### src/slc_pkg.sv
`default_nettype none
package slc_pkg;
	localparam int ADDR_W         = 8;
	localparam int DATA_W         = 32;
	localparam int CNT_W          = 16;
	localparam int IN_PTS         = 16;
	localparam int OUT_REFS       = 16;
	localparam int PHYS_OUTS      = 12;
	localparam int IRQ_W          = 4;

	// register byte offsets
	localparam logic [7:0] OFF_CTRL    = 8'h00;
	localparam logic [7:0] OFF_OUTIMG  = 8'h04;
	localparam logic [7:0] OFF_PRELOAD = 8'h08;
	localparam logic [7:0] OFF_ACCUM   = 8'h0c;
	localparam logic [7:0] OFF_CAPTURE = 8'h10;
	localparam logic [7:0] OFF_STATUS  = 8'h14;
	localparam logic [7:0] OFF_MASK    = 8'h18;
	localparam logic [7:0] OFF_INPUTS  = 8'h1c;
	localparam logic [7:0] OFF_LEDS    = 8'h20;

	// control register fields
	localparam int CTRL_MODE_LO   = 0;
	localparam int CTRL_MODE_HI   = 1;
	localparam int CTRL_STROBE    = 2;
	localparam int CTRL_FAULT     = 3;
	localparam int CTRL_CNT_EN    = 4;
	localparam int CTRL_W         = 5;
	localparam logic [4:0] CTRL_RESET = 5'h00;

	// status / mask bits
	localparam int ST_COUNT       = 0;
	localparam int ST_MATCH       = 1;
	localparam int ST_PRELOAD     = 2;
	localparam int ST_CAPTURE     = 3;

	// led readback bits
	localparam int LD_POWER       = 0;
	localparam int LD_BATT        = 1;
	localparam int LD_OK          = 2;
	localparam int LD_RUN         = 3;
	localparam int LD_COUNT       = 4;
	localparam int LD_MATCH       = 5;
	localparam int LD_W           = 6;

	typedef enum logic [1:0] {
		MODE_STOP_IO_DIS,
		MODE_STOP_IO_EN,
		MODE_RUN,
		MODE_SPARE
	} slc_mode_t;

	// timing
	localparam int CLK_HZ         = 40_000_000;
	localparam int COUNT_MAX_HZ   = 10_000;
	localparam int LED_STRETCH_US = 20_000;
	localparam int LED_STRETCH_CYC = LED_STRETCH_US * (CLK_HZ / 1_000_000);
	localparam int STRETCH_W      = 20;
	localparam int SYNC_W         = IN_PTS + 4;
endpackage
`default_nettype wire

### src/slc_status.sv
// Overview of operation
// - power led on while supply source correct and operating, off on fault or no power
// - low battery led on while battery monitor reports voltage too low
// - each input led follows its conditioned input in every cpu mode
// - each output led lights when its commanded output reference bit is one
// - stop with outputs disabled forces every physical output off
// - stop with outputs enabled holds last or user written output values
// - run mode drives physical outputs from the program's output values
// - references 13 to 16 have no physical point, leds show coil state only
// - health led on while no fault, off once the cpu flags a problem
// - run led lit exactly while the cpu is in run mode
// - count activity led flashes on each count edge, steady at high rates
// - preload match led lit while accumulator equals preload value
// - each qualified count edge increments the 16-bit accumulator by one, unless a preload lands in the same cycle
// - in preload mode a strobe input edge loads the preload value
// - in strobe mode a strobe input edge copies accumulator into capture register
// - count rates up to 10 kHz are accepted without missed edges
`timescale 1ns/10ps
`default_nettype none
module slc_status #(
	parameter int STRETCH_CYC = slc_pkg::LED_STRETCH_CYC
) (
	input  wire logic                          CLOCK,
	input  wire logic                          RST_B,
	input  wire logic [slc_pkg::ADDR_W-1:0]    ADDR,
	input  wire logic [slc_pkg::DATA_W-1:0]    WDATA,
	input  wire logic                          WR,
	input  wire logic                          RD,
	output logic      [slc_pkg::DATA_W-1:0]    RDATA,
	input  wire logic                          PSU_GOOD,
	input  wire logic                          BATT_LOW,
	input  wire logic [slc_pkg::IN_PTS-1:0]    FIELD_IN,
	input  wire logic                          COUNT_IN,
	input  wire logic                          STROBE_IN,
	output logic      [slc_pkg::PHYS_OUTS-1:0] FIELD_OUT,
	output logic                               POWER_LED,
	output logic                               LOW_BATT_LED,
	output logic      [slc_pkg::IN_PTS-1:0]    INPUT_LED,
	output logic      [slc_pkg::OUT_REFS-1:0]  OUTPUT_LED,
	output logic                               OK_LED,
	output logic                               PROGRAM_RUNNING_LED,
	output logic                               COUNT_ACTIVITY_LED,
	output logic                               PRELOAD_MATCH_LED,
	output logic                               IRQ
);
	import slc_pkg::*;

	function automatic logic hit(input logic [ADDR_W-1:0] a, input logic [7:0] off);
		hit = (a == off);
	endfunction

	////////////////////////////////////////////////////////////////////////////
	// pin synchronisers
	logic [SYNC_W-1:0] meta_reg;
	logic [SYNC_W-1:0] sync_reg;
	logic              count_d_reg;
	logic              strobe_d_reg;

	always_ff @(posedge CLOCK or negedge RST_B) begin
		if (!RST_B) begin
			meta_reg     <= '0;
			sync_reg     <= '0;
			count_d_reg  <= 1'b0;
			strobe_d_reg <= 1'b0;
		end else begin
			meta_reg     <= {PSU_GOOD, BATT_LOW, COUNT_IN, STROBE_IN, FIELD_IN};
			sync_reg     <= meta_reg;
			count_d_reg  <= sync_reg[IN_PTS+1];
			strobe_d_reg <= sync_reg[IN_PTS];
		end
	end

	wire logic [IN_PTS-1:0] in_sync    = sync_reg[IN_PTS-1:0];
	wire logic              psu_sync   = sync_reg[IN_PTS+3];
	wire logic              batt_sync  = sync_reg[IN_PTS+2];
	wire logic              count_sync = sync_reg[IN_PTS+1];
	wire logic              strb_sync  = sync_reg[IN_PTS];

	////////////////////////////////////////////////////////////////////////////
	// register file
	logic [CTRL_W-1:0]   ctrl_reg;
	logic [OUT_REFS-1:0] outimg_reg;
	logic [CNT_W-1:0]    preload_reg;
	logic [IRQ_W-1:0]    mask_reg;

	wire logic wr_ctrl    = WR && hit(ADDR, OFF_CTRL);
	wire logic wr_outimg  = WR && hit(ADDR, OFF_OUTIMG);
	wire logic wr_preload = WR && hit(ADDR, OFF_PRELOAD);
	wire logic wr_mask    = WR && hit(ADDR, OFF_MASK);
	wire logic rd_status  = RD && hit(ADDR, OFF_STATUS);

	always_ff @(posedge CLOCK or negedge RST_B) begin
		if (!RST_B) begin
			ctrl_reg    <= CTRL_RESET;
			outimg_reg  <= '0;
			preload_reg <= '0;
			mask_reg    <= '0;
		end else begin
			if (wr_ctrl)
				ctrl_reg <= WDATA[CTRL_W-1:0];
			if (wr_outimg)
				outimg_reg <= WDATA[OUT_REFS-1:0];
			if (wr_preload)
				preload_reg <= WDATA[CNT_W-1:0];
			if (wr_mask)
				mask_reg <= WDATA[IRQ_W-1:0];
		end
	end

	wire slc_mode_t mode      = slc_mode_t'(ctrl_reg[CTRL_MODE_HI:CTRL_MODE_LO]);
	wire logic      strb_mode = ctrl_reg[CTRL_STROBE];
	wire logic      cpu_fault = ctrl_reg[CTRL_FAULT];
	wire logic      cnt_en    = ctrl_reg[CTRL_CNT_EN];

	////////////////////////////////////////////////////////////////////////////
	// pulse counter
	logic [CNT_W-1:0] accum_reg;
	logic [CNT_W-1:0] accum_next;
	logic [CNT_W-1:0] capture_reg;

	// one-clock edges; 10 kHz leaves thousands of cycles between them
	wire logic count_edge  = cnt_en && count_sync && !count_d_reg;
	wire logic strobe_edge = cnt_en && strb_sync && !strobe_d_reg;
	wire logic do_preload  = strobe_edge && !strb_mode;
	wire logic do_capture  = strobe_edge && strb_mode;
	wire logic acc_match   = (accum_reg == preload_reg);

	// a preload in the same cycle as a count edge wins
	assign accum_next = do_preload ? preload_reg :
	                    count_edge ? CNT_W'(accum_reg + 1'b1) :
	                    accum_reg;

	always_ff @(posedge CLOCK or negedge RST_B) begin
		if (!RST_B) begin
			accum_reg   <= '0;
			capture_reg <= '0;
		end else begin
			accum_reg <= accum_next;
			if (do_capture)
				capture_reg <= accum_reg;
		end
	end

	////////////////////////////////////////////////////////////////////////////
	// count activity stretch
	logic [STRETCH_W-1:0] stretch_reg;
	logic [STRETCH_W-1:0] stretch_next;

	assign stretch_next = count_edge ? STRETCH_W'(STRETCH_CYC) :
	                      (stretch_reg != '0) ? STRETCH_W'(stretch_reg - 1'b1) :
	                      stretch_reg;

	always_ff @(posedge CLOCK or negedge RST_B) begin
		if (!RST_B)
			stretch_reg <= '0;
		else
			stretch_reg <= stretch_next;
	end

	////////////////////////////////////////////////////////////////////////////
	// outputs gated by cpu mode
	logic [PHYS_OUTS-1:0] phys_next;

	always_comb begin
		case (mode)
			MODE_STOP_IO_DIS: phys_next = '0;
			MODE_STOP_IO_EN:  phys_next = outimg_reg[PHYS_OUTS-1:0];
			MODE_RUN:         phys_next = outimg_reg[PHYS_OUTS-1:0];
			default:          phys_next = '0;
		endcase
	end

	always_ff @(posedge CLOCK or negedge RST_B) begin
		if (!RST_B) begin
			FIELD_OUT           <= '0;
			POWER_LED           <= 1'b0;
			LOW_BATT_LED        <= 1'b0;
			INPUT_LED           <= '0;
			OUTPUT_LED          <= '0;
			OK_LED              <= 1'b0;
			PROGRAM_RUNNING_LED <= 1'b0;
			COUNT_ACTIVITY_LED  <= 1'b0;
			PRELOAD_MATCH_LED   <= 1'b0;
		end else begin
			FIELD_OUT           <= phys_next;
			POWER_LED           <= psu_sync;
			LOW_BATT_LED        <= batt_sync;
			INPUT_LED           <= in_sync;
			OUTPUT_LED          <= outimg_reg;
			OK_LED              <= !cpu_fault;
			PROGRAM_RUNNING_LED <= (mode == MODE_RUN);
			COUNT_ACTIVITY_LED  <= (stretch_next != '0);
			PRELOAD_MATCH_LED   <= (accum_next == preload_reg);
		end
	end

	////////////////////////////////////////////////////////////////////////////
	// interrupt status, cleared by reading it; a new event wins over the clear
	logic              match_d_reg;
	logic [IRQ_W-1:0]  status_reg;
	logic [IRQ_W-1:0]  events;

	always_comb begin
		events              = '0;
		events[ST_COUNT]    = count_edge;
		events[ST_MATCH]    = acc_match && !match_d_reg;
		events[ST_PRELOAD]  = do_preload;
		events[ST_CAPTURE]  = do_capture;
	end

	always_ff @(posedge CLOCK or negedge RST_B) begin
		if (!RST_B) begin
			// accumulator and preload both reset to zero, so they start out matched;
			// a low reset value here would post a false match event after reset
			match_d_reg <= 1'b1;
			status_reg  <= '0;
			IRQ         <= 1'b0;
		end else begin
			match_d_reg <= acc_match;
			status_reg  <= (rd_status ? '0 : status_reg) | events;
			IRQ         <= |(((rd_status ? '0 : status_reg) | events) & mask_reg);
		end
	end

	////////////////////////////////////////////////////////////////////////////
	// read port
	logic [LD_W-1:0]   led_vec;
	logic [DATA_W-1:0] rd_mux;

	always_comb begin
		led_vec           = '0;
		led_vec[LD_POWER] = POWER_LED;
		led_vec[LD_BATT]  = LOW_BATT_LED;
		led_vec[LD_OK]    = OK_LED;
		led_vec[LD_RUN]   = PROGRAM_RUNNING_LED;
		led_vec[LD_COUNT] = COUNT_ACTIVITY_LED;
		led_vec[LD_MATCH] = PRELOAD_MATCH_LED;
	end

	always_comb begin
		rd_mux = '0;
		case (ADDR)
			OFF_CTRL:    rd_mux = DATA_W'(ctrl_reg);
			OFF_OUTIMG:  rd_mux = DATA_W'(outimg_reg);
			OFF_PRELOAD: rd_mux = DATA_W'(preload_reg);
			OFF_ACCUM:   rd_mux = DATA_W'(accum_reg);
			OFF_CAPTURE: rd_mux = DATA_W'(capture_reg);
			OFF_STATUS:  rd_mux = DATA_W'(status_reg);
			OFF_MASK:    rd_mux = DATA_W'(mask_reg);
			OFF_INPUTS:  rd_mux = DATA_W'(in_sync);
			OFF_LEDS:    rd_mux = DATA_W'(led_vec);
			default:     rd_mux = '0;
		endcase
	end

	always_ff @(posedge CLOCK or negedge RST_B) begin
		if (!RST_B)
			RDATA <= '0;
		else
			RDATA <= RD ? rd_mux : '0;
	end
endmodule
`default_nettype wire

### config.mk
export PLATFORM = sky130hd
export DESIGN_NAME = slc_status
export DESIGN_NICKNAME = d
export VERILOG_FILES = /design/src/slc_pkg.sv /design/src/slc_status.sv
export SDC_FILE = /design/constraint.sdc
export NUM_CORES = 1
export LEC_CHECK = 0
export ABC_AREA = 1
export BUFFER_PORTS_ARGS = -buffer_cell sky130_fd_sc_hd__buf_4
export CAP_MARGIN = 20
export CORE_ASPECT_RATIO = 1.1
export CORE_MARGIN = 2
export CORE_UTILIZATION = 56
export DETAILED_ROUTE_END_ITERATION = 8
export GPL_TIMING_DRIVEN = 0
export PLACE_DENSITY = 0.84
export SYNTH_ARGS = -nofsm -noshare
export SYNTH_HDL_FRONTEND = slang
export SYNTH_SLANG_ARGS = --single-unit
### constraint.sdc
create_clock -name CLOCK -period 2 [get_ports CLOCK]
set_input_delay 0.2 -clock CLOCK [delete_from_list [all_inputs] [get_ports CLOCK]]
set_output_delay 0.2 -clock CLOCK [all_outputs]
set_load 0.1 [all_outputs]
[Yosys cells after proc, flatten, opt, wreduce, memory -nomap -nowiden]
Cells that the tools add are included.
W data, S select, Z words.
Word-level totals
  register bits: 223
  output and inout port bits: 83
  logic and storage cells: 70
Operators by class
  $add $sub $neg: 2
  eq/ne operators: 12
  mux-type cells: 8
  bitwise logic cells: 2
  reduce and logical (&&, ||, !) cells: 22
Operator list (number)
  $pmux W16 S9: 1
  $mux W20: 2
  $reduce_bool A20 Y1: 2
  $eq A16 B16 Y1: 2
  $eq A8 B5 Y1 const B: 4
  $mux W16: 2
  $mux W32: 1
  $sub A20 B1 Y20 const B: 1
  $add A16 B1 Y16 const B: 1
  $eq A8 B4 Y1 const B: 2
  $logic_and A1 B1 Y1: 12
  $mux W12: 1
  $eq A8 B3 Y1 const B: 1
  $eq A8 B6 Y1 const B: 1
  $logic_not A8 Y1: 1
  $logic_not A1 Y1: 5
  $and A4 B4 Y4: 1
  $mux W4: 1
  $or A4 B4 Y4: 1
  $reduce_or A4 Y1: 1
  $eq A2 B1 Y1 const B: 1
  $eq A2 B2 Y1 const B: 1
  $reduce_or A2 Y1: 1

[Longest topological paths before layout]
Gate-level depths: netlist of the first run.
  depth after elaboration: 6
  depth in mapped cells: 15
  depth with buffers taken out: 15

[Worst setup path after synthesis of the first run]
OpenSTA, ideal clock, no wires.
  path type: flip-flop to flip-flop
  start: register stretch_reg[0]
  end: register COUNT_ACTIVITY_LED
  arrival time: 1.594 ns
  required time: 1.879 ns
  slack: 0.285 ns
  cell stages (with the launch flop): 14
  buffers on the path: 1
  clock period less this slack: 1.715 ns
  path through: dfrtp_1 inv_1 ha_1 clkbuf_1 inv_1 nor2_1 nand2_1 xnor2_1 nand3_1 nand2_1 nor2_1 nand2_1 nor2_1 nand2_1
Between the ends
  word-level cells in the longest chain between the ends: 4
Ends and longest elaborated chain
  from (decl): line slc_status.sv:146  | logic [STRETCH_W-1:0] stretch_reg;
  from (signal assigned): line slc_status.sv:157  | stretch_reg <= stretch_next;
  $sub A20 B1 Y20 or $reduce_bool A20 Y1 (tied branches): line slc_status.sv:150  | (stretch_reg != '0) ? STRETCH_W'(stretch_reg - 1'b1) :
  $mux W20 (*): line slc_status.sv:150
  $mux W20 (*): line slc_status.sv:149  | assign stretch_next = count_edge ? STRETCH_W'(STRETCH_CYC) :
  $reduce_bool A20 Y1 (*): line slc_status.sv:192  | COUNT_ACTIVITY_LED <= (stretch_next != '0);
  to (signal assigned): line slc_status.sv:192
  to (decl): line slc_status.sv:42  | output logic COUNT_ACTIVITY_LED,
Mark *: on every way between the ends. The rest lies on a longest branch, timed or not.
A chain may end at the register's enable or synchronous reset.

[Worst setup path after layout of the first run]
  start: input port ADDR[5] (netlist name)
  end: register RDATA[13] (netlist name)
Between the ends
  word-level cells in the longest chain between the ends: 3
Ends and longest elaborated chain
  from (decl): line slc_status.sv:25  | input wire logic [slc_pkg::ADDR_W-1:0] ADDR,
  $eq A8 B6 Y1, or another cell as far along: line slc_status.sv:242  | case (ADDR)
  $pmux W16 S9 (*): line slc_status.sv:242
  $mux W32 (*): line slc_status.sv:260  | RDATA <= RD ? rd_mux : '0;
  to (signal assigned): line slc_status.sv:260
  to (decl): line slc_status.sv:29  | output logic [slc_pkg::DATA_W-1:0] RDATA,
Marks and branches as above.

==> results of run 1 <==
power by group:
group / internal, W / switching, W / total (W)
Sequential: 0.00462 / 0.000419 / 0.00504
Combinational: 0.000953 / 0.00190 / 0.00286
Clock: 0.00231 / 0.00169 / 0.00399
Total: 0.00788 / 0.00401 / 0.0119
per-stage QoR:
step,std cells,cell area (um2),TNS [ns],setup WS (ns),power (W)
global placement,1347,10160,-127.67,-0.6151,0.007590
floorplan,1034,9061,0,0.2848,0.006949
global route,1434,11460,-0.01842,-0.01828,0.01248
finish,1434,11460,0,0.02053,0.01190
detailed placement,1348,10190,-4.779,-0.2904,0.007679
CTS,1426,11310,0,0.01613,0.01171
layout by cell type (no fill, tap or decap), types with 4 or more instances in the layout:
cell type      count
buf_2             11
o21ai_0           85
dfrtp_1          202
clkbuf_16         22
buf_4            136
dfrtp_2            4
a211oi_1           8
inv_2              8
o22ai_1           10
dlygate4sd3_1     37
nand3_1           64
xor2_1             9
conb_1            16
nand4_1           19
a21oi_1           25
nor3_1             7
clkbuf_1          16
a31oi_1            4
inv_1            128
nand2_2            8
clkbuf_8           7
nor2_2            10
nor2_4             6
nor2_1            72
nand2_1          258
xnor2_1           14
cells by family (layout without fill, tap and decap cells):
| kind of cell | after synthesis | count (layout) | synth area share, % |
|---|---|---|---|
| and+or+nand+nor | 459 | 459 | 22.25 |
| buffers and inverters | 179 | 379 | 8.392 |
| AOI/OAI and AO/OA | 146 | 146 | 8.990 |
| DFF | 207 | 207 | 57.54 |
| other | 1 | 16 | 0.04164 |
| xor gates and xnor gates | 23 | 23 | 2.237 |
| adders and majority gates | 4 | 4 | 0.5558 |
tightest hold or removal path: stages:
cell     delay (ns)
buf_4          0.11
nand2_2        0.10
nand2_1        0.07
o21ai_0        0.07
synth_stat cells (2+ instances only):
master,instances
nor3_1,8
clkbuf_1,14
o22ai_1,10
nand3b_1,3
a31oi_1,4
buf_4,17
buf_2,10
o21a_1,2
nand2_2,6
inv_2,6
dfrtp_1,206
o21ai_1,2
a211oi_1,8
ha_1,4
a21oi_1,25
o21bai_1,3
nand4_1,19
nor2_1,80
xnor2_1,14
nand3_1,64
and2_1,2
nor2_4,4
inv_1,130
nor4_1,2
a221oi_1,3
nor2_2,4
xor2_1,9
nand2_1,260
o21ai_0,86
final cells by class:
cell class | count | area (um2) | area share, %
tap | 200 | 250.2 | 2.183
clock buffer | 32 | 658.1 | 5.742
buffer | 41 | 241.5 | 2.107
sequential | 207 | 5186 | 45.25
multi-input combinational | 648 | 3207 | 27.98
timing repair buffer | 161 | 1339 | 11.68
inverter | 137 | 514.2 | 4.486
clock inverter | 8 | 66.31 | 0.5785
metal layers:
| layer | up-vias | share of wire [%] | track usage [%] |
|---|---|---|---|
| met3 | 85 | 7.8 | 5.043 |
| met2 | 359 | 47 | 48.03 |
| li1 | 3628 | - | - |
| met1 | 3685 | 41 | 39.84 |
| met5 | - | 0 | 0 |
| met4 | 0 | 4.1 | 11.91 |
worst min-delay path by stage:
stage	end	from	cells past startpoint
after floorplan	COUNT_ACTIVITY_LED	RST_B	0
after global placement	meta_reg[8]	FIELD_IN[8]	1
after detailed placement	stretch_reg[5]	RST_B	1
after CTS	outimg_reg[15]	WR	4
after global routing	outimg_reg[15]	WR	4
final	outimg_reg[15]	WR	4
timing repair:
item	CTS	global route
cloned	0	1
gates resized for setup	1	28
setup endpoints to repair	2	3
buffers inserted	2	7
hold buffers	37	0
endpoints found under the hold margin	127	0
pin swaps	1	4
==> flow_summary.json, run 1 <==
{
  "clk_pin_slew_ns": 0.06,
  "slew_violations": 0,
  "cts_buffers": 22,
  "whs_ns": 0.08858,
  "grt_usage_pct": 29.43,
  "worstPathCellList": "buf_2 > nor3_2 > nand2_1 > clkinv_1 > o31ai_2 > a21oi_1",
  "crit_path_max_incr_delay_ns": 1.07,
  "cp.arrival_ns": 2.25,
  "drive_gt1_share_pct": 19.45,
  "core_area_um2": 15740,
  "nets": 1286,
  "clock-skew-final_ns": 0.02625,
  "area_growth_pct": 27.29,
  "cts-root-buf": "clkbuf_16",
  "max_freq_mhz": 505.2,
  "final_antenna_net_count": 0,
  "ys_types": 43,
  "synth_area_leader_cell": "dfrtp_1",
  "p_leak_nw": 5.773,
  "fin_crit_sh_pct": 98.97,
  "grt_setup_unrepaired": "yes",
  "grt_pass1_vias": 7513,
  "gp_congestion": 0.9559,
  "vias_per_cell": 5.409,
  "crit_end": "RDATA[13]",
  "netlist_instances": 1019,
  "worstMarginPinSlew_ns": 1.178,
  "seq_area_frac_synth_pct": 57.54,
  "r2r-end": "COUNT_ACTIVITY_LED",
  "netlist_top_cells_area": "dfrtp_1, nand2_1, inv_1, o21ai_0, nand3_1",
  "syn_area_um2": 9005,
  "reg2regPathDepth": 10,
  "outcome": "completed",
  "power-per-cell-area_nw_per_um2": 1038,
  "start_util_pct": 57.23,
  "cp_slowest_cell": "o31ai_2",
  "io_buffers": 113,
  "synth_top_flop_cell": "dfrtp_1",
  "hold_class": "in -> reg",
  "cpLargestDelayFamily": "compound AO/OA/AOI/OAI gates",
  "num_rows": 48,
  "antenna_cells": 0,
  "cp-end-kind": "flip-flop",
  "period_needed_ns": 1.979,
  "path_class": "in -> reg",
  "antenna_found_initial": 0,
  "drtIter0Drc": 790,
  "io_pins": 147,
  "wl_per_cell_um": 17.51,
  "die_w_um": 124.9,
  "drc": 0,
  "synthArstFlopShare_pct": 100.0,
  "synth_edf_count": 0,
  "crit_cells": 6,
  "worst-path-buf-inv": 2,
  "overflow": 0,
  "drt_wl_total_um": 25110,
  "die_area_um2": 17110,
  "final_core_util_pct": 72.85,
  "syn_area_per_cell_um2": 8.837,
  "worst_skew_pair.late_latency_ns": 0.51,
  "ys_warn_count": 0,
  "startpoint": "ADDR[5]",
  "cts.path.max_buffers": 3,
  "r2r_start": "stretch_reg[2]",
  "grt_max_degree": 127,
  "h-tree-depth": 1,
  "yosysTopAreaCellShare_pct": 57.25,
  "grt_first_pass_wirelength_um": 39380,
  "dr_total_vias": 7757,
  "dp_hpwl_um": 17450,
  "cp.required_ns": 2.27,
  "first_pass_iters": 5,
  "n_fill_cell": 1131,
  "die-height_um": 137.0,
  "synth-seq-cells": 207,
  "max-vdd-ir-drop_uv": 698.8,
  "tritoncts": "yes",
  "cp-start-kind": "input port",
  "finalHoldViolations": 0,
  "crit_path_max_fanout": 10,
  "cts.sink_count": 207,
  "reg2reg_slack_ns": 0.11,
  "slew_headroom_pct": 20.99,
  "setup_violations": 0,
  "maxCapViolCount": 0
}
(Power assumes the default switching activity.)
==> inputs of run 2 (changes only) <==
Settings changed: REMOVE_ABC_BUFFERS from default to 1.
==> run 2 against run 1 <==
Clock skew fell by 0.012 ns. Register-to-register slack got worse by 0.02 ns. Via count fell by 1.4%. Highest routed layer unchanged. Cell area fell by 1.3%. Sequential share of layout area rose by 0.61 points. Sequential power barely moved. First-iteration DRC count fell by 1.3%. Largest power group unchanged. Clock power rose by 6.8%. Routed wire length fell by 7.6%. Die area did not move. Critical path depth rose by 6. Combinational power fell by 3%. Critical endpoint is now COUNT_ACTIVITY_LED.
==> flow_summary.json, run 2 (synthesis gave the netlist of run 1 again) <==
{
  "placed_area_um2": 9968,
  "power-per-cell-area_nw_per_um2": 1067,
  "die-height_um": 137.0,
  "cts.sink_count": 207,
  "p_leak_nw": 5.650,
  "fin_cells": 1392,
  "drc": 0,
  "antenna_found_initial": 0,
  "multi_input_area_um2": 3249,
  "grt_first_pass_wirelength_um": 36140,
  "first_pass_iters": 6,
  "vias_per_cell": 5.494,
  "outcome": "completed",
  "dr_total_vias": 7648,
  "clk_pin_slew_ns": 0.06,
  "n_fill_cell": 1156,
  "seq_area_um2": 5189,
  "cp-start-kind": "flip-flop",
  "max-vdd-ir-drop_uv": 826.0,
  "area_growth_pct": 25.65,
  "min_path_cells": 3,
  "path_class": "reg -> reg",
  "hold_class": "in -> reg",
  "die_w_um": 124.9,
  "dp_hpwl_um": 14700,
  "core_area_um2": 15740,
  "max_freq_mhz": 524.4,
  "worst_skew_pair.late_latency_ns": 0.50,
  "clock-skew-final_ns": 0.01432,
  "wl_per_cell_um": 16.66,
  "overflow": 0,
  "worstMarginPinSlew_ns": 0.7697,
  "period_needed_ns": 1.907,
  "final_area_um2": 11310,
  "maxCapViolCount": 0,
  "start_util_pct": 57.23,
  "die_area_um2": 17110,
  "slew_headroom_pct": 48.68,
  "reg2regPathDepth": 12,
  "crit_path_max_fanout": 7,
  "cts-root-buf": "clkbuf_16",
  "pre_cts_ws_ns": -0.7000,
  "cp.arrival_ns": 2.29,
  "final_common_cell": "nand2_1",
  "slew_violations": 0,
  "cts_buffers": 21,
  "finalHoldViolations": 0,
  "drive_gt1_share_pct": 17.37,
  "worst_slack_ns": 0.09316,
  "num_rows": 48,
  "dp.cells": 1308,
  "fin_crit_sh_pct": 95.34,
  "drt_wl_total_um": 23190,
  "nets": 1247,
  "final_antenna_net_count": 0,
  "final_core_util_pct": 71.91,
  "gp_congestion": 0.9156,
  "tritoncts": "yes",
  "final_cell_mix": "nand2_1, dfrtp_1, inv_1, buf_4, o21ai_0",
  "h-tree-depth": 1,
  "cp-end-kind": "flip-flop",
  "cp.required_ns": 2.38,
  "drtIter0Drc": 780,
  "grt_max_degree": 123,
  "io_buffers": 114,
  "antenna_cells": 0,
  "grt_setup_unrepaired": "yes",
  "io_pins": 147,
  "whs_ns": 0.003946,
  "grt_usage_pct": 26.31,
  "setup_violations": 0,
  "grt_pass1_vias": 7369,
  "cts.path.max_buffers": 3
}
-- run 2: routing by layer --
layer | up-vias | part of all wire (%) | GRT usage [%]
met5 | - | 0 | 0
met4 | 0 | 3.7 | 9.506
met3 | 82 | 9.5 | 5.278
met2 | 408 | 47 | 43.69
met1 | 3620 | 39 | 34.96
li1 | 3538 | - | -
-- run 2: critical path: stages, from the launching register on --
cell and delay (ns):
dfrtp_1 0.37, inv_1 0.14, ha_2 0.28, nand2_1 0.14
inv_1 0.08, nand2_1 0.09, xor2_1 0.16, nand2_1 0.09
nand3_1 0.08, nor2_1 0.13, nand2_1 0.08, nor2_1 0.11
nand2_1 0.06
-- run 2: area by class of cell --
type | count | share of cell area (%)
Sequential cell | 207 | 45.86
Multi-Input combinational cell | 651 | 28.72
Timing Repair Buffer | 161 | 11.97
Clock buffer | 29 | 5.441
Inverter | 137 | 4.545
Tap cell | 200 | 2.212
Clock inverter | 7 | 1.261
-- run 2: repair_timing --
action                     4_1_cts  5_1_grt
setup endpoints to repair       20       34
hold endpoints to repair       123        0
resized for setup                4       22
pin swaps                        0        5
hold buffers                    34        0
cloned                           0        3
buffers inserted                 0       10
-- run 2: final timing paths --
kind | from | endpoint | slack [ns]
max | stretch_reg[0] | COUNT_ACTIVITY_LED | 0.09
min | WDATA[9] | outimg_reg[9] | 0.004
max reg2reg | stretch_reg[0] | COUNT_ACTIVITY_LED | 0.09
min reg2reg | meta_reg[13] | sync_reg[13] | 0.35
max in group asynchronous | RST_B | preload_reg[15] | 0.74
min in group asynchronous | RST_B | FIELD_OUT[0] | 0.28
-- run 2: where the power goes --
| group | switching (W) | total, W | internal [W] |
|---|---|---|---|
| Combinational | 0.00186 | 0.00277 | 0.000910 |
| Clock | 0.00160 | 0.00426 | 0.00266 |
| Sequential | 0.000425 | 0.00505 | 0.00463 |
| Total | 0.00388 | 0.0121 | 0.00820 |
-- run 2: through the flow --
stage               setup TNS, ns  total power (W)
floorplan                       0         0.006903
global placement          -144.94         0.007497
detailed placement         -18.57         0.007586
CTS                      -0.08322          0.01191
global route              -0.1538          0.01266
finish                          0          0.01208
==> inputs of run 3 (changes only) <==
Settings changed: ABC_AREA 1 to 0, PLACE_DENSITY 0.84 to 0.85.
==> run 3 against run 2 <==
Fmax down 23%. Synthesized cell count down 33%. Flip-flop and latch count unchanged. Critical path type unchanged. Non-clock buffer count up 34. The flow now finishes with violations (setup timing). Critical path depth down 3. Routed wire length down 8.0%. Cell area about the same. Largest cell class unchanged.
==> flow_summary.json, run 3 <==
{
  "netlist_instances": 679,
  "synth_top_flop_cell": "dfrtp_1",
  "core_area_um2": 14940,
  "drtIter0Drc": 567,
  "worst_slack_ns": -0.4857,
  "period_needed_ns": 2.486,
  "ys_types": 65,
  "first_pass_iters": 5,
  "die-height_um": 133.2,
  "wl_per_cell_um": 19.88,
  "final_area_um2": 11300,
  "seq_area_frac_synth_pct": 60.94,
  "antenna_found_initial": 0,
  "cp.arrival_ns": 2.84,
  "cts.sink_count": 207,
  "final_core_util_pct": 75.68,
  "grt_usage_pct": 26.12,
  "h-tree-depth": 1,
  "area_growth_pct": 32.97,
  "yosysTopAreaCellShare_pct": 60.63,
  "grt_setup_unrepaired": "yes",
  "netlist_top_cells_area": "dfrtp_1, mux2_2, xnor2_1, a222oi_1, nand2_1",
  "io_buffers": 114,
  "slew_violations": 0,
  "die_w_um": 121.5,
  "n_fill_cell": 942,
  "reg2regPathDepth": 9,
  "cts.path.max_buffers": 3,
  "cp-start-kind": "flip-flop",
  "cts-root-buf": "clkbuf_16",
  "num_rows": 47,
  "reg2reg_slack_ns": -0.49,
  "hold_class": "in -> reg",
  "cts_buffers": 22,
  "syn_area_um2": 8502,
  "final_antenna_net_count": 0,
  "overflow": 0,
  "ys_warn_count": 0,
  "synth_edf_count": 0,
  "grt_max_degree": 116,
  "tritoncts": "yes",
  "vias_per_cell": 5.821,
  "crit_path_max_incr_delay_ns": 0.47,
  "p_total_w": 0.01191,
  "min_path_cells": 3,
  "worstPathCellList": "nand3b_1 > buf_4 > buf_4 > mux2i_4 > xor2_1 > o21ai_0 > nor3_1 > a31oi_1 > a2111oi_2",
  "power-per-cell-area_nw_per_um2": 1054,
  "startpoint": "ctrl_reg[4]",
  "path_class": "reg -> reg",
  "r2r_start": "ctrl_reg[4]",
  "r2r-end": "PRELOAD_MATCH_LED",
  "final_common_cell": "dfrtp_1",
  "final_cell_mix": "dfrtp_1, buf_4, mux2_2, nand2_1, nor2_1",
  "grt_pass1_vias": 6313,
  "drive_gt1_share_pct": 36.83,
  "fin_cells": 1073,
  "worstMarginPinSlew_ns": 0.9818,
  "pre_cts_ws_ns": -1.133,
  "max_freq_mhz": 402.3,
  "setup_violations": 2,
  "clock-skew-final_ns": 0.01247,
  "syn_area_per_cell_um2": 12.52,
  "worstHoldEndpoint": "status_reg[3]",
  "finalHoldViolations": 0,
  "crit_path_max_fanout": 8,
  "synth_most_common_cell": "dfrtp_1",
  "hold_path_startpoint": "RD",
  "worst_skew_pair.late_latency_ns": 0.50,
  "cp-end-kind": "flip-flop",
  "worst-path-buf-inv": 2,
  "clk_pin_slew_ns": 0.06,
  "nets": 930,
  "synth_area_leader_cell": "dfrtp_1",
  "drt_wl_total_um": 21330,
  "io_pins": 147,
  "die_area_um2": 16180,
  "yosys-top-cells-count": "dfrtp_1, mux2_2, nand2_1, nor2_1, xnor2_1",
  "start_util_pct": 56.92,
  "max-vdd-ir-drop_uv": 822.9,
  "dr_total_vias": 6246,
  "cpLargestDelayFamily": "compound AO/OA/AOI/OAI gates",
  "cp.required_ns": 2.35,
  "maxCapViolCount": 0,
  "failed_checks": "setup timing",
  "fin_crit_sh_pct": 124.3,
  "antenna_cells": 0,
  "drc": 0,
  "dp.cells": 959,
  "slew_headroom_pct": 34.48,
  "placed_area_um2": 9500,
  "grt_first_pass_wirelength_um": 33130,
  "cp_slowest_cell": "dfrtp_2",
  "p_leak_nw": 5.217,
  "gp_congestion": 0.8584,
  "synth-seq-cells": 207,
  "synthArstFlopShare_pct": 100.0,
  "dp_hpwl_um": 13480,
  "outcome": "finished, violations left",
  "path_common_cell": "buf_4"
}
run 3: cell types whose count changed after synthesis, sizes merged, moves of 13 or more:
cell | before | now
xnor2 | 14 | 34
a22oi | 0 | 22
nand3 | 66 | 12
o21ai | 89 | 17
nand2 | 266 | 45
a222oi | 0 | 18
nor2 | 89 | 43
inv | 136 | 7
mux2 | 0 | 57
nand4 | 20 | 7
nor2b | 0 | 13
nor4 | 2 | 16
run 3: logic make-up after synthesis:
group	Yosys count	synth area share [%]
fa+ha+maj	4	0.5887
xor+xnor	49	5.048
flops	207	60.94
other cells	1	0.04411
simple gates	186	11.92
buf+inv	59	3.694
compound gates	110	9.507
mux	63	8.256
run 3: report_power, final:
group / total, W / leakage [nW] / switching, W / internal, W
clock network: 0.00427 / 0.375 / 0.00157 / 0.00270
registers: 0.00508 / 2.66 / 0.000481 / 0.00460
logic: 0.00256 / 2.19 / 0.00152 / 0.00105
total: 0.0119 / 5.22 / 0.00357 / 0.00834
run 3: through the flow:
step | TNS [ns] | hold WS [ns]
after floorplan | -20.63 | -0.09559
final | -0.8492 | 0.1508
after detailed placement | -34.48 | 0.2566
after CTS | -0.8111 | 0.1199
after global routing | -1.132 | 0.1484
after global placement | -208.13 | 0.3091
run 3: worst max path at each step:
stage                    endpoint  cells after the start
3_3_place_gp    PRELOAD_MATCH_LED                      6
6_report        PRELOAD_MATCH_LED                      9
5_1_grt         PRELOAD_MATCH_LED                      9
3_5_place_dp    PRELOAD_MATCH_LED                      7
4_1_cts        COUNT_ACTIVITY_LED                      7
2_1_floorplan   PRELOAD_MATCH_LED                      6
run 3: final cells by class:
class	instances	area [um2]	area share, %
clock buffers	32	629.4	5.567
clock inverters	7	138.9	1.229
inverters	7	26.28	0.2324
multi-input cells	429	3441	30.44
flip-flops and latches	207	5201	46.01
well taps	196	245.2	2.169
repair buffers	195	1623	14.36
run 3: repair_timing:
action | in CTS | in global routing
gates resized for setup | 38 | 43
cloned | 1 | 0
hold endpoints to repair | 152 | 0
setup buffers | 23 | 14
pin swaps | 14 | 16
hold buffers | 37 | 0
setup endpoints to repair | 74 | 16
run 3: routing by layer:
metal / wire length [um] / vias to the layer above / track usage (%)
met5: 0 / - / 0
met4: 473 / 0 / 7.152
met3: 1498 / 48 / 4.966
met2: 10750 / 268 / 43.20
met1: 8612 / 3142 / 35.77
li1: - / 2788 / -
run 3: worst reg2reg max path: stages, from the launching register on:
cell and delay [ns]:
dfrtp_2 0.47, nand3b_1 0.11, buf_4 0.17, buf_4 0.20, mux2i_4 0.27, xor2_1 0.19, o21ai_0 0.12, nor3_1 0.23
a31oi_1 0.13, a2111oi_2 0.44
